**src/common/fsp_pkg.sv**
```systemverilog
package fsp_pkg;
   localparam int ADDR_W = 18;
   localparam int DATA_W = 16;
   localparam logic [17:0] ADR_5555 = 18'h05555;
   localparam logic [17:0] ADR_2AAA = 18'h02aaa;
   localparam logic [17:0] ADR_55 = 18'h00055;
   localparam logic [17:0] ADR_ZERO = 18'h00000;
   localparam logic [7:0] CMD_AA = 8'haa;
   localparam logic [7:0] CMD_55 = 8'h55;
   localparam logic [7:0] CMD_PROG = 8'ha0;
   localparam logic [7:0] CMD_ERS = 8'h80;
   localparam logic [7:0] CMD_ID = 8'h90;
   localparam logic [7:0] CMD_QRY = 8'h98;
   localparam logic [7:0] CMD_EXIT = 8'hf0;
   localparam logic [7:0] CMD_SEC = 8'h30;
   localparam logic [7:0] CMD_BLK = 8'h50;
   localparam logic [7:0] CMD_CHIP = 8'h10;
   localparam int BIT_POLL = 7;
   localparam int BIT_TOG = 6;
   localparam int CLK_NS = 40;
   // Strobe low time: well above 5 ns glitch filter
   localparam int GLITCH_NS = 5;
   localparam int STB_CYC = (GLITCH_NS + CLK_NS - 1) / CLK_NS + 1;
   localparam int SETTLE_NS = 1000;
   localparam int SETTLE_CYC = (SETTLE_NS + CLK_NS - 1) / CLK_NS;
   localparam int RD_CYC = 2;
   localparam int EXTRA_READS = 2;
   typedef enum logic [2:0] {FSP_OP_READ, FSP_OP_PROG, FSP_OP_SEC,
      FSP_OP_BLK, FSP_OP_CHIP, FSP_OP_ID, FSP_OP_QRY, FSP_OP_EXIT
   } fsp_op_t;
   typedef struct packed {
      fsp_op_t op;
      logic [17:0] addr;
      logic [15:0] data;
      logic vendor;
   } fsp_req_t;
   typedef struct packed {
      logic ce_n;
      logic oe_n;
      logic we_n;
      logic dq_oe;
      logic [17:0] addr;
      logic [15:0] dq;
   } fsp_pins_t;
endpackage

```
**src/rtl/fsp_bus_cycle.sv**
```systemverilog
`timescale 1ns/1ps
// ----------------------------------------
// One bus cycle: write or read on the pins
// ----------------------------------------
module fsp_bus_cycle
   import fsp_pkg::*;
(
   input wire logic i_ref_clk,
   input wire logic i_rst,
   input wire logic i_start,
   input wire logic i_wr,
   input wire logic [17:0] i_addr,
   input wire logic [15:0] i_data,
   input wire logic [15:0] i_dq,
   output fsp_pkg::fsp_pins_t o_pins,
   output logic o_done,
   output logic [15:0] o_rdata
);
   typedef enum {FSP_BC_IDLE, FSP_BC_ACT, FSP_BC_REC} fsp_bc_t;
   fsp_bc_t st_r, st_nxt;
   logic [3:0] cnt_r, cnt_nxt;
   fsp_pins_t pins_r, pins_nxt;
   logic done_r, done_nxt;
   logic [15:0] rd_r, rd_nxt;

   // Strobe held low several cycles so glitch filter never eats it
   always_comb
   begin
      st_nxt = st_r;
      cnt_nxt = cnt_r;
      pins_nxt = pins_r;
      done_nxt = 1'b0;
      rd_nxt = rd_r;
      unique case (st_r)
         FSP_BC_IDLE:
         begin
            if (i_start)
            begin
               pins_nxt.addr = i_addr;
               pins_nxt.dq = i_data;
               pins_nxt.ce_n = 1'b0;
               // Gate high while writing, else write inhibited
               pins_nxt.oe_n = i_wr;
               pins_nxt.we_n = ~i_wr;
               pins_nxt.dq_oe = i_wr;
               cnt_nxt = 4'(i_wr ? STB_CYC : RD_CYC);
               st_nxt = FSP_BC_ACT;
            end
         end
         FSP_BC_ACT:
         begin
            if (cnt_r == 4'h0)
            begin
               // Rising strobe latches data
               rd_nxt = i_dq;
               pins_nxt.we_n = 1'b1;
               pins_nxt.oe_n = 1'b1;
               pins_nxt.ce_n = 1'b1;
               st_nxt = FSP_BC_REC;
            end
            else
               cnt_nxt = cnt_r - 4'h1;
         end
         FSP_BC_REC:
         begin
            pins_nxt.dq_oe = 1'b0;
            done_nxt = 1'b1;
            st_nxt = FSP_BC_IDLE;
         end
      endcase
   end

   always_ff @(posedge i_ref_clk or posedge i_rst)
   begin
      if (i_rst)
      begin
         st_r <= FSP_BC_IDLE;
         cnt_r <= 4'h0;
         // Pins parked: select, gate and strobe high, bus released
         pins_r <= '{ce_n: 1'b1, oe_n: 1'b1, we_n: 1'b1, dq_oe: 1'b0,
            addr: 18'h00000, dq: 16'h0000};
         done_r <= 1'b0;
         rd_r <= 16'h0000;
      end
      else
      begin
         st_r <= st_nxt;
         cnt_r <= cnt_nxt;
         pins_r <= pins_nxt;
         done_r <= done_nxt;
         rd_r <= rd_nxt;
      end
   end

   assign o_pins = pins_r;
   assign o_done = done_r;
   assign o_rdata = rd_r;

   chk_we_pulse_len: assert property (
      @(posedge i_ref_clk) disable iff (i_rst)
      $fell(pins_r.we_n) |-> !pins_r.we_n [*2])
      else $error("write strobe shorter than filter");
   chk_write_gate: assert property (
      @(posedge i_ref_clk) disable iff (i_rst)
      !pins_r.we_n |-> pins_r.oe_n && !pins_r.ce_n)
      else $error("write with gate low or select high");
endmodule // fsp_bus_cycle

```
**src/rtl/fsp_host.sv**
```systemverilog
`timescale 1ns/1ps
// ----------------------------------------
// Flash command host: sequences and polling
// ----------------------------------------
module fsp_host
   import fsp_pkg::*;
#(
   parameter int SETTLE = SETTLE_CYC
)
(
   input wire logic i_ref_clk,
   input wire logic i_rst,
   input wire logic i_req_valid,
   input fsp_pkg::fsp_req_t i_req,
   input wire logic [15:0] i_dq,
   output logic o_req_ready,
   output logic o_done,
   output logic o_fail,
   output logic [15:0] o_rdata,
   output logic o_ce_n,
   output logic o_oe_n,
   output logic o_we_n,
   output logic o_dq_oe,
   output logic [17:0] o_addr,
   output logic [15:0] o_dq
);
   import fsp_pkg::*;

   typedef enum {FSP_IDLE, FSP_SEQ, FSP_POLL, FSP_CONF, FSP_SETTLE,
      FSP_RD} fsp_st_t;

   fsp_st_t st_r, st_nxt;
   fsp_req_t req_r, req_nxt;
   logic [2:0] idx_r, idx_nxt;
   logic [1:0] conf_r, conf_nxt;
   logic [15:0] prev_r, prev_nxt;
   logic first_r, first_nxt;
   logic [15:0] wait_r, wait_nxt;
   logic go_r, go_nxt;
   logic done_r, done_nxt;
   logic fail_r, fail_nxt;
   logic [15:0] rdat_r, rdat_nxt;
   logic ready_r, ready_nxt;
   logic bc_wr;
   logic [17:0] bc_addr;
   logic [15:0] bc_data;
   logic [2:0] seq_len;
   logic bc_done;
   logic [15:0] bc_rd;
   fsp_pins_t pins;
   logic busy_view;

   fsp_bus_cycle u_bc (
      .i_ref_clk(i_ref_clk),
      .i_rst(i_rst),
      .i_start(go_r),
      .i_wr(bc_wr),
      .i_addr(bc_addr),
      .i_data(bc_data),
      .i_dq(i_dq),
      .o_pins(pins),
      .o_done(bc_done),
      .o_rdata(bc_rd)
   );

   // Sequence length per command; every array change is unlocked
   always_comb
   begin
      unique case (req_r.op)
         FSP_OP_PROG: seq_len = 3'd4;
         FSP_OP_SEC, FSP_OP_BLK, FSP_OP_CHIP: seq_len = 3'd6;
         FSP_OP_QRY: seq_len = req_r.vendor ? 3'd3 : 3'd1;
         FSP_OP_EXIT: seq_len = req_r.vendor ? 3'd3 : 3'd1;
         FSP_OP_ID: seq_len = 3'd3;
         default: seq_len = 3'd1;
      endcase
   end

   // Address/data for step idx; upper byte driven zero except in the program data step
   always_comb
   begin
      bc_wr = (st_r == FSP_SEQ);
      bc_addr = req_r.addr;
      bc_data = req_r.data;
      if (st_r == FSP_SEQ && !(req_r.op == FSP_OP_PROG && idx_r == 3'd3))
      begin
         bc_data = 16'h0000;
         if (seq_len == 3'd1)
         begin
            bc_addr = (req_r.op == FSP_OP_QRY) ? ADR_55 : ADR_ZERO;
            bc_data[7:0] = (req_r.op == FSP_OP_QRY) ? CMD_QRY : CMD_EXIT;
         end
         else
         begin
            unique case (idx_r)
               3'd0, 3'd3:
               begin
                  bc_addr = ADR_5555;
                  bc_data[7:0] = CMD_AA;
               end
               3'd1, 3'd4:
               begin
                  bc_addr = ADR_2AAA;
                  bc_data[7:0] = CMD_55;
               end
               3'd2:
               begin
                  bc_addr = ADR_5555;
                  unique case (req_r.op)
                     FSP_OP_PROG: bc_data[7:0] = CMD_PROG;
                     FSP_OP_ID: bc_data[7:0] = CMD_ID;
                     FSP_OP_QRY: bc_data[7:0] = CMD_QRY;
                     FSP_OP_EXIT: bc_data[7:0] = CMD_EXIT;
                     default: bc_data[7:0] = CMD_ERS;
                  endcase
               end
               default:
               begin
                  bc_addr = (req_r.op == FSP_OP_CHIP) ? ADR_5555 : req_r.addr;
                  bc_data[7:0] = (req_r.op == FSP_OP_SEC) ? CMD_SEC :
                     (req_r.op == FSP_OP_BLK) ? CMD_BLK : CMD_CHIP;
               end
            endcase
         end
      end
   end

   // Busy view of a status word: toggle bit still moving
   assign busy_view = (bc_rd[BIT_TOG] != prev_r[BIT_TOG]);

   // Main control: issue sequence, poll, confirm, settle
   always_comb
   begin
      st_nxt = st_r;
      req_nxt = req_r;
      idx_nxt = idx_r;
      conf_nxt = conf_r;
      prev_nxt = prev_r;
      first_nxt = first_r;
      wait_nxt = wait_r;
      go_nxt = 1'b0;
      done_nxt = 1'b0;
      fail_nxt = fail_r;
      rdat_nxt = rdat_r;
      unique case (st_r)
         FSP_IDLE:
         begin
            if (i_req_valid)
            begin
               req_nxt = i_req;
               idx_nxt = 3'd0;
               fail_nxt = 1'b0;
               go_nxt = 1'b1;
               st_nxt = (i_req.op == FSP_OP_READ) ? FSP_RD : FSP_SEQ;
            end
         end
         FSP_SEQ:
         begin
            if (bc_done)
            begin
               go_nxt = 1'b1;
               if (idx_r == seq_len - 3'd1)
               begin
                  // Status valid once final strobe rose
                  first_nxt = 1'b1;
                  st_nxt = (req_r.op inside {FSP_OP_PROG, FSP_OP_SEC,
                     FSP_OP_BLK, FSP_OP_CHIP}) ? FSP_POLL : FSP_IDLE;
                  go_nxt = (st_nxt == FSP_POLL);
                  done_nxt = (st_nxt == FSP_IDLE);
               end
               else
                  idx_nxt = idx_r + 3'd1;
            end
         end
         FSP_POLL:
         begin
            if (bc_done)
            begin
               prev_nxt = bc_rd;
               first_nxt = 1'b0;
               go_nxt = 1'b1;
               if (!first_r && !busy_view)
               begin
                  conf_nxt = 2'd0;
                  st_nxt = FSP_CONF;
               end
            end
         end
         FSP_CONF:
         begin
            // Two more reads must agree before done
            if (bc_done)
            begin
               prev_nxt = bc_rd;
               if (busy_view)
               begin
                  // Back to polling with a fresh read, else it stalls
                  go_nxt = 1'b1;
                  st_nxt = FSP_POLL;
               end
               else if (conf_r == 2'(EXTRA_READS - 1))
               begin
                  // Poll bit: erase must read 1 program true data
                  if (req_r.op == FSP_OP_PROG)
                     fail_nxt = bc_rd[BIT_POLL] != req_r.data[BIT_POLL];
                  else
                     fail_nxt = !bc_rd[BIT_POLL];
                  wait_nxt = 16'(SETTLE);
                  st_nxt = FSP_SETTLE;
               end
               else
               begin
                  conf_nxt = conf_r + 2'd1;
                  go_nxt = 1'b1;
               end
            end
         end
         FSP_SETTLE:
         begin
            // Rest of bus valid only after settle time
            if (wait_r == 16'h0000)
            begin
               done_nxt = 1'b1;
               st_nxt = FSP_IDLE;
            end
            else
               wait_nxt = wait_r - 16'h0001;
         end
         FSP_RD:
         begin
            // Plain, ID or query table read
            if (bc_done)
            begin
               rdat_nxt = bc_rd;
               done_nxt = 1'b1;
               st_nxt = FSP_IDLE;
            end
         end
      endcase
      // Ready registered so the output comes from a flip-flop
      ready_nxt = (st_nxt == FSP_IDLE);
   end

   always_ff @(posedge i_ref_clk or posedge i_rst)
   begin
      if (i_rst)
      begin
         st_r <= FSP_IDLE;
         req_r <= '0;
         idx_r <= 3'd0;
         conf_r <= 2'd0;
         prev_r <= 16'h0000;
         first_r <= 1'b0;
         wait_r <= 16'h0000;
         go_r <= 1'b0;
         done_r <= 1'b0;
         fail_r <= 1'b0;
         rdat_r <= 16'h0000;
         ready_r <= 1'b1;
      end
      else
      begin
         st_r <= st_nxt;
         req_r <= req_nxt;
         idx_r <= idx_nxt;
         conf_r <= conf_nxt;
         prev_r <= prev_nxt;
         first_r <= first_nxt;
         wait_r <= wait_nxt;
         go_r <= go_nxt;
         done_r <= done_nxt;
         fail_r <= fail_nxt;
         rdat_r <= rdat_nxt;
         ready_r <= ready_nxt;
      end
   end

   // Outputs straight from flip-flops
   assign o_req_ready = ready_r;
   assign o_done = done_r;
   assign o_fail = fail_r;
   assign o_rdata = rdat_r;
   assign o_ce_n = pins.ce_n;
   assign o_oe_n = pins.oe_n;
   assign o_we_n = pins.we_n;
   assign o_dq_oe = pins.dq_oe;
   assign o_addr = pins.addr;
   assign o_dq = pins.dq;

   chk_settle_len: assert property (
      @(posedge i_ref_clk) disable iff (i_rst)
      (st_r == FSP_CONF && st_nxt == FSP_SETTLE) |=> (st_r == FSP_SETTLE)
      [*8])
      else $error("settle wait too short");
   chk_seq_unlock: assert property (
      @(posedge i_ref_clk) disable iff (i_rst)
      (st_r == FSP_SEQ && idx_r == 3'd0 && seq_len != 3'd1 && go_r)
      |-> bc_addr == ADR_5555 && bc_data[7:0] == CMD_AA)
      else $error("sequence does not open with unlock");
   chk_upper_zero: assert property (
      @(posedge i_ref_clk) disable iff (i_rst)
      (st_r == FSP_SEQ && req_r.op != FSP_OP_PROG) |-> bc_data[15:8] == 8'h00)
      else $error("upper byte driven in command");
   chk_conf_count: assert property (
      @(posedge i_ref_clk) disable iff (i_rst)
      (st_r == FSP_CONF && st_nxt == FSP_SETTLE) |-> conf_r == 2'd1)
      else $error("completion accepted without two reads");
   chk_poll_start: assert property (
      @(posedge i_ref_clk) disable iff (i_rst)
      (st_r == FSP_SEQ && st_nxt == FSP_POLL) |-> idx_r == seq_len - 3'd1)
      else $error("polling before last strobe");
   chk_exit_done: assert property (
      @(posedge i_ref_clk) disable iff (i_rst)
      (st_r == FSP_SEQ && req_r.op == FSP_OP_EXIT && st_nxt == FSP_IDLE)
      |=> done_r)
      else $error("exit not reported");
   cov_prog: cover property (@(posedge i_ref_clk)
      st_r == FSP_SETTLE && req_r.op == FSP_OP_PROG);
   cov_erase: cover property (@(posedge i_ref_clk)
      st_r == FSP_SETTLE && req_r.op == FSP_OP_CHIP);
   cov_query: cover property (@(posedge i_ref_clk)
      done_r && req_r.op == FSP_OP_QRY);
endmodule // fsp_host

```
**config.mk**
```make
export PLATFORM = sky130hd
export DESIGN_NAME = fsp_host
export DESIGN_NICKNAME = d
export VERILOG_FILES = /design/src/common/fsp_pkg.sv /design/src/rtl/fsp_bus_cycle.sv /design/src/rtl/fsp_host.sv
export SDC_FILE = /design/constraint.sdc
export NUM_CORES = 1
export LEC_CHECK = 0
export BUFFER_PORTS_ARGS = -buffer_cell sky130_fd_sc_hd__buf_2
export CAP_MARGIN = 0
export CORE_MARGIN = 4
export CORE_UTILIZATION = 62
export CTS_BUF_LIST = sky130_fd_sc_hd__clkbuf_16
export CTS_CLUSTER_DIAMETER = 200
export DETAILED_ROUTE_END_ITERATION = 7
export GPL_TIMING_DRIVEN = 0
export MAX_ROUTING_LAYER = met4
export PLACE_DENSITY = 0.85
export SETUP_SLACK_MARGIN = 0.2
export SLEW_MARGIN = 20
export SYNTH_ARGS = -nofsm -noshare
export SYNTH_HDL_FRONTEND = slang
export SYNTH_HIERARCHICAL = 1
export SYNTH_SLANG_ARGS = --single-unit
export TNS_END_PERCENT = 20
```
**constraint.sdc**
```tcl
create_clock -name i_ref_clk -period 8.3 [get_ports i_ref_clk]
set_input_delay 2.49 -clock i_ref_clk [delete_from_list [all_inputs] [get_ports i_ref_clk]]
set_output_delay 2.49 -clock i_ref_clk [all_outputs]
set_load 0.02 [all_outputs]
```
Word-level counts from Yosys, hierarchy flattened
Index checks and enable logic that the tools add are counted.
{"block": "word_totals", "input_bits": 57, "reg_bits": 210, "out_inout_bits": 57}
{"block": "classes", "reduce_logical": 43, "n_bitwise": 1, "mux": 75, "eq_ne": 39, "add_sub_neg": 5}
{"op": "2-to-1 mux 32 bit", "count": 12}
{"op": "case mux 32 bit (6 select lines)", "count": 1}
{"op": "equality test 32 x 2 -> 1 bit (second input constant)", "count": 4}
{"op": "logical NOT 32 bit", "count": 4}
{"op": "case mux 32 bit (3 select lines)", "count": 1}
{"op": "2-to-1 mux 16 bit", "count": 5}
{"op": "equality test 32 x 1 -> 1 bit (second input constant)", "count": 2}
{"op": "equality test 32 x 3 -> 1 bit (second input constant)", "count": 2}
{"op": "2-to-1 mux 18 bit", "count": 3}
{"op": "2-to-1 mux 38 bit", "count": 1}
{"op": "case mux 18 bit (2 select lines)", "count": 1}
{"op": "case mux 16 bit (2 select lines)", "count": 1}
{"op": "2-to-1 mux 7 bit", "count": 4}
{"op": "case mux 7 bit (4 select lines)", "count": 1}
{"op": "case mux 8 bit (3 select lines)", "count": 1}
{"op": "!= test 2 bit (second input constant)", "count": 10}
{"op": "2-to-1 mux 1 bit", "count": 19}
{"op": "logical NOT 16 bit", "count": 1}
{"op": "subtractor 16 x 1 -> 16 bit (second input constant)", "count": 1}
{"op": "equality test 3 bit (second input constant)", "count": 5}
{"op": "2-to-1 mux 3 bit", "count": 5}
{"op": "2-to-1 mux 2 bit", "count": 7}
{"op": "AND reduction 2 bit", "count": 7}
{"op": "nonzero test 2 bit", "count": 7}
{"op": "other kinds (32)", "count": 58}

Depth between registers and ports, before layout
{"block": "logic_depth", "word_depth": 9, "ltp_mapped": 12, "depth_no_buf": 9}

Cells and area by module
The synthesis kept the hierarchy.
{"module": "fsp_host", "area_per_inst_um2": 5517.8, "seq_area_each_um2": 2829.0, "cells_each": 509, "instances": 1}
{"module": "fsp_bus_cycle", "area_per_inst_um2": 2542.4, "seq_area_each_um2": 1530.2, "cells_each": 175, "instances": 1}

Worst setup path before layout
OpenSTA, ideal clock, no wires.
{"block": "synth_path", "path_type": "input port to flip-flop", "from": "input i_req_valid", "to": "register req_r[28] in the netlist's numbering", "arrival_time_ps": 3465, "cell_stages": 4, "path_buffers": 2, "setup_time_ps": 125, "required_time_ps": 8175, "setup_slack_ps": 4711, "path_cell_list": "and3_1 > clkbuf_1 > clkbuf_1 > mux2_2"}
{"block": "synth_via", "elab_chain_len": 1}
{"element": "start: declaration", "line_no": "fsp_host.sv:13", "source": "input wire logic i_req_valid,"}
{"element": "AND reduction 2 bit (no line)"}
{"element": "end signal: assignment", "line_no": "fsp_host.sv:264", "source": "req_r <= req_nxt;"}
{"element": "end: declaration", "line_no": "fsp_host.sv:33", "source": "fsp_req_t req_r, req_nxt;"}
Every way passes these cells.
A chain may end at the register's enable or synchronous reset.

Worst setup path after layout
Ends and elaborated chain as after synthesis.

==> summary.txt <==
Critical path
  • Maximum fanout along the worst path: 10
  • Slowest stage cell on the critical path: sky130_fd_sc_hd__clkbuf_1
  • Kind of end point of the critical path: flip-flop
  • Worst setup path start: i_req_valid
  • Classification of the worst setup path: primary input to flip-flop
  • Most prevalent standard cell on the critical path: sky130_fd_sc_hd__clkbuf_1
  • Data arrival, critical path: roughly 4 ns
  • Worst stage delay on the critical path: 0.41 ns
  • Worst Path Required: 8.61 ns
  • Cells traversed along the worst timing path: buf_2, and3_1, clkbuf_1, clkbuf_1, mux2_2
  • Startpoint of the worst register-to-register path: req_r[37]
  • Critical path startpoint category: primary input

Timing
  • Final hold violation count: 0
  • PnR worst setup slack: between 4 and 5 ns
  • Max Freq: between 200 and 300 MHz
  • Time the worst path needs with I/O delays and setup: approximately 3.6 ns
  • Worst Tran Pin Value: 0.665 ns
  • Final worst path period share: 43.8%
  • Total Negative Setup Slacks: 0 ns
  • Final setup fails: 0
  • Remaining max-slew budget at the tightest pin: between 50% and 60%
  • Final count of pins violating max slew: 0
  • Setup skew after layout: about 0.016 ns
  • Unrepaired setup endpoints after global routing: no

Route
  • Vias after detailed routing: 5892
  • Wire length per cell after detailed routing: between 15 and 20 µm
  • Number of nets with antenna violations after routing: 0
  • Drt pass-1 iters: 5
  • Total Wirelength: 17900 µm
  • Number of design-rule violations left by the first detailed-router iteration: 489
  • Number of vias per cell after detailed routing: 5.87
  • Remaining DRCs: 0

Logic synthesis
  • Number of library cell types mapped by synthesis: 68
  • Cell types with the largest area share after synthesis: sky130_fd_sc_hd__dfrtp_1 (53%), sky130_fd_sc_hd__mux2_2 (13%), sky130_fd_sc_hd__and2_1 (3.3%)
  • Flip-flop cell with the highest count after synthesis: sky130_fd_sc_hd__dfrtp_1
  • Netlist area before placement: 0.00806 mm²
  • Syn Inst Count: 684
  • Most frequent cells after synthesis: sky130_fd_sc_hd__dfrtp_1 (170), sky130_fd_sc_hd__mux2_2 (94), sky130_fd_sc_hd__and2_1 (42), sky130_fd_sc_hd__nor2_1 (42), sky130_fd_sc_hd__o21ai_0 (39)
  • Net count of the mapped netlist: approximately 750
  • Share of synthesized registers carrying an async set or reset: 100%
  • Area leader, netlist: sky130_fd_sc_hd__dfrtp_1
  • Fraction of synthesized cell area taken by the top area cell type: 52.8%
  • Total number of yosys warnings: 6
  • Portion of the post-synthesis area used by sequential elements: 54.1%
  • Flip-flop and latch count after synthesis: approximately 170
  • Cell with the most instances after synthesis: sky130_fd_sc_hd__dfrtp_1
  • Synthesized area per cell: 11.8 µm²
  • Number of synthesized flops with an enable pin: 0

Global route
  • Pin count of the biggest net entering global routing: 80
  • All-Layer GR Usage: 26.2%
  • Total congestion overflow after global routing: 0
  • Initial antenna violation count: 0
  • Via count of the first global-routing pass: 6128
  • First-pass GRT wire length: 29700 µm

Clocking
  • Hold-fix buffers, CTS: 0
  • Buffer depth of the longest clock path: 2
  • Clock transition time at the flip-flop clock pins of the worst setup and hold paths: ~0.06 ns
  • TritonCTS Sinks: 174
  • TritonCTS Buffers: 17
  • Deepest level of the CTS H-tree: 4
  • Root buffer selected by CTS: sky130_fd_sc_hd__clkbuf_16
  • Skew-Pair Late Insertion Delay: 0.43 ns
  • Setup fix buffers added after clock tree synthesis: 0
  • Gates resized, CTS repair: 0
  • TritonCTS clock tree: built

Power
  • Standby leakage power: 4.99 nW
  • Maximum vdd drop: 0.147 mV
  • Power density over the cells: 181 mW/mm²

Floorplan
  • Effective utilization at floorplan: 63.6%
  • Chip Width: between 100 and 150 µm
  • Number of standard-cell rows in the floorplan: 41
  • DIE AREA: about 0.015 mm²
  • IO Pins: around 110
  • Placeable core area: about 0.013 mm²
  • Vertical die dimension: 122 µm

Layout
  • Area used by multi-input combinational logic: 0.00342 mm²
  • Area taken by flip-flops and latches: 0.00436 mm²
  • Final net count: 888
  • Area delta synth->final: 18.3%
  • Proportion of layout cells with a drive suffix above 1: 33.8%
  • Filler Cell Count: 797
  • Antenna diodes: 0

Place
  • Half-perimeter wire length after placement: 12800 µm
  • Worst slack at placement: 4.25 ns
  • Number of I/O port buffers: roughly 110
  • Final weighted congestion in routability-driven placement: roughly 0.89

Job
  • # Max-Cap Violations: 0

Run status
  • Outcome: completed

Worst hold path
  • Class of the most critical hold timing path: flip-flop to flip-flop
  • Worst hold path startpoint: wait_r[0]
## where the power goes
| group | total, mW | internal, mW | switching [mW] |
|---|---|---|---|
| Combinational | 0.0356 | 0.0126 | 0.0230 |
| Sequential | 0.848 | 0.848 | 0 |
| Clock | 0.840 | 0.528 | 0.312 |
| Total | 1.72 | 1.39 | 0.335 |
## per-stage QoR
stage	cells	util [%]	area, µm²	hold slack [ns]	power [mW]
after floorplan	684	-	8060	0.443	0.877
after global placement	969	69.8	8840	0.461	0.896
after detailed placement	971	70.3	8900	0.471	0.900
after CTS	1003	75.2	9530	0.482	1.74
after global routing	1003	75.2	9530	0.502	1.78
final	1003	75.2	9530	0.487	1.72
## state kept, by name, summed over array words and instances, names as in the netlist
signal	count
o_fail	1
go_r	1
u_bc/o_rdata	16
u_bc/o_done	1
idx_r	3
first_r	1
u_bc/o_pins	38
st_r	32
req_r	38
conf_r	2
u_bc/cnt_r	4
u_bc/st_r	2
wait_r	16
o_rdata	16
prev_r	1
o_req_ready	1
o_done	1
## per-layer routing
metal  GRT usage [%]  up-vias  share of wire (%)
met5               -        -                  0
met4            8.96        0                1.7
met3            4.64       30                4.0
met2            42.2      166                 52
met1            33.8     3000                 43
li1                -     2696                  -
## critical path, delay by kind of cell
family | cells | cell delay, ns
buffers and inverters | 3 | 0.91
multiplexers | 1 | 0.39
AND/OR/NAND/NOR | 1 | 0.16
## kinds of logic (layout without fill, tap and decap cells)
kind of cell             Yosys count  in the layout  share of synthesized area [%]
AND/OR/NAND/NOR                  201            201                           13.7
multiplexers                     107            107                           15.4
AO/OA/AOI/OAI                    117            117                           9.78
XOR/XNOR                          15             15                           1.63
flip-flops                       174            174                           54.1
buffers and inverters             57            204                           3.45
adder cells (fa/ha/maj)           13             13                           2.02
## cells in the final DEF (no fill, tap or decap), types with 3 or more instances in the layout
cell type	count
sky130_fd_sc_hd__a21o_1	11
sky130_fd_sc_hd__a21oi_1	19
sky130_fd_sc_hd__a22o_1	3
sky130_fd_sc_hd__a31oi_1	5
sky130_fd_sc_hd__and2_1	42
sky130_fd_sc_hd__and3_1	7
sky130_fd_sc_hd__buf_2	124
sky130_fd_sc_hd__buf_6	4
sky130_fd_sc_hd__bufinv_16	5
sky130_fd_sc_hd__clkbuf_1	15
sky130_fd_sc_hd__clkbuf_16	17
sky130_fd_sc_hd__clkinv_2	3
sky130_fd_sc_hd__dfrtp_1	170
sky130_fd_sc_hd__dfstp_2	4
sky130_fd_sc_hd__ha_1	13
sky130_fd_sc_hd__inv_1	25
sky130_fd_sc_hd__mux2_2	94
sky130_fd_sc_hd__mux2_4	10
sky130_fd_sc_hd__nand2_1	35
sky130_fd_sc_hd__nand2b_1	4
sky130_fd_sc_hd__nand3_1	8
sky130_fd_sc_hd__nand4_1	6
sky130_fd_sc_hd__nand4b_1	3
sky130_fd_sc_hd__nor2_1	42
sky130_fd_sc_hd__nor3_1	12
sky130_fd_sc_hd__nor4_1	13
sky130_fd_sc_hd__nor4b_1	3
sky130_fd_sc_hd__o21a_1	7
sky130_fd_sc_hd__o21ai_0	39
sky130_fd_sc_hd__o22ai_1	3
sky130_fd_sc_hd__o31ai_1	4
sky130_fd_sc_hd__or3_1	7
sky130_fd_sc_hd__or4_1	7
sky130_fd_sc_hd__xnor2_1	12
sky130_fd_sc_hd__xor2_1	3
## path summary, 6_finish.rpt
path	end	slack [ns]	cells after the start
max	req_r[28]	4.66	5
min	wait_r[0]	0.49	1
max reg2reg	st_r[14]	5.01	12
min reg2reg	wait_r[0]	0.49	1
max in group asynchronous	o_req_ready	5.48	3
min in group asynchronous	u_bc/o_rdata[0]	2.02	2
## final cells by class
cell class | instances | area share (%)
Inverter | 25 | 1.06
Buffer | 32 | 1.93
Clock inverter | 15 | 2.14
Multi-Input combinational cell | 453 | 35.9
Timing Repair Buffer | 115 | 6.51
Clock buffer | 17 | 4.46
Tap cell | 172 | 2.26
Sequential cell | 174 | 45.7
(Power assumes the default switching activity.)
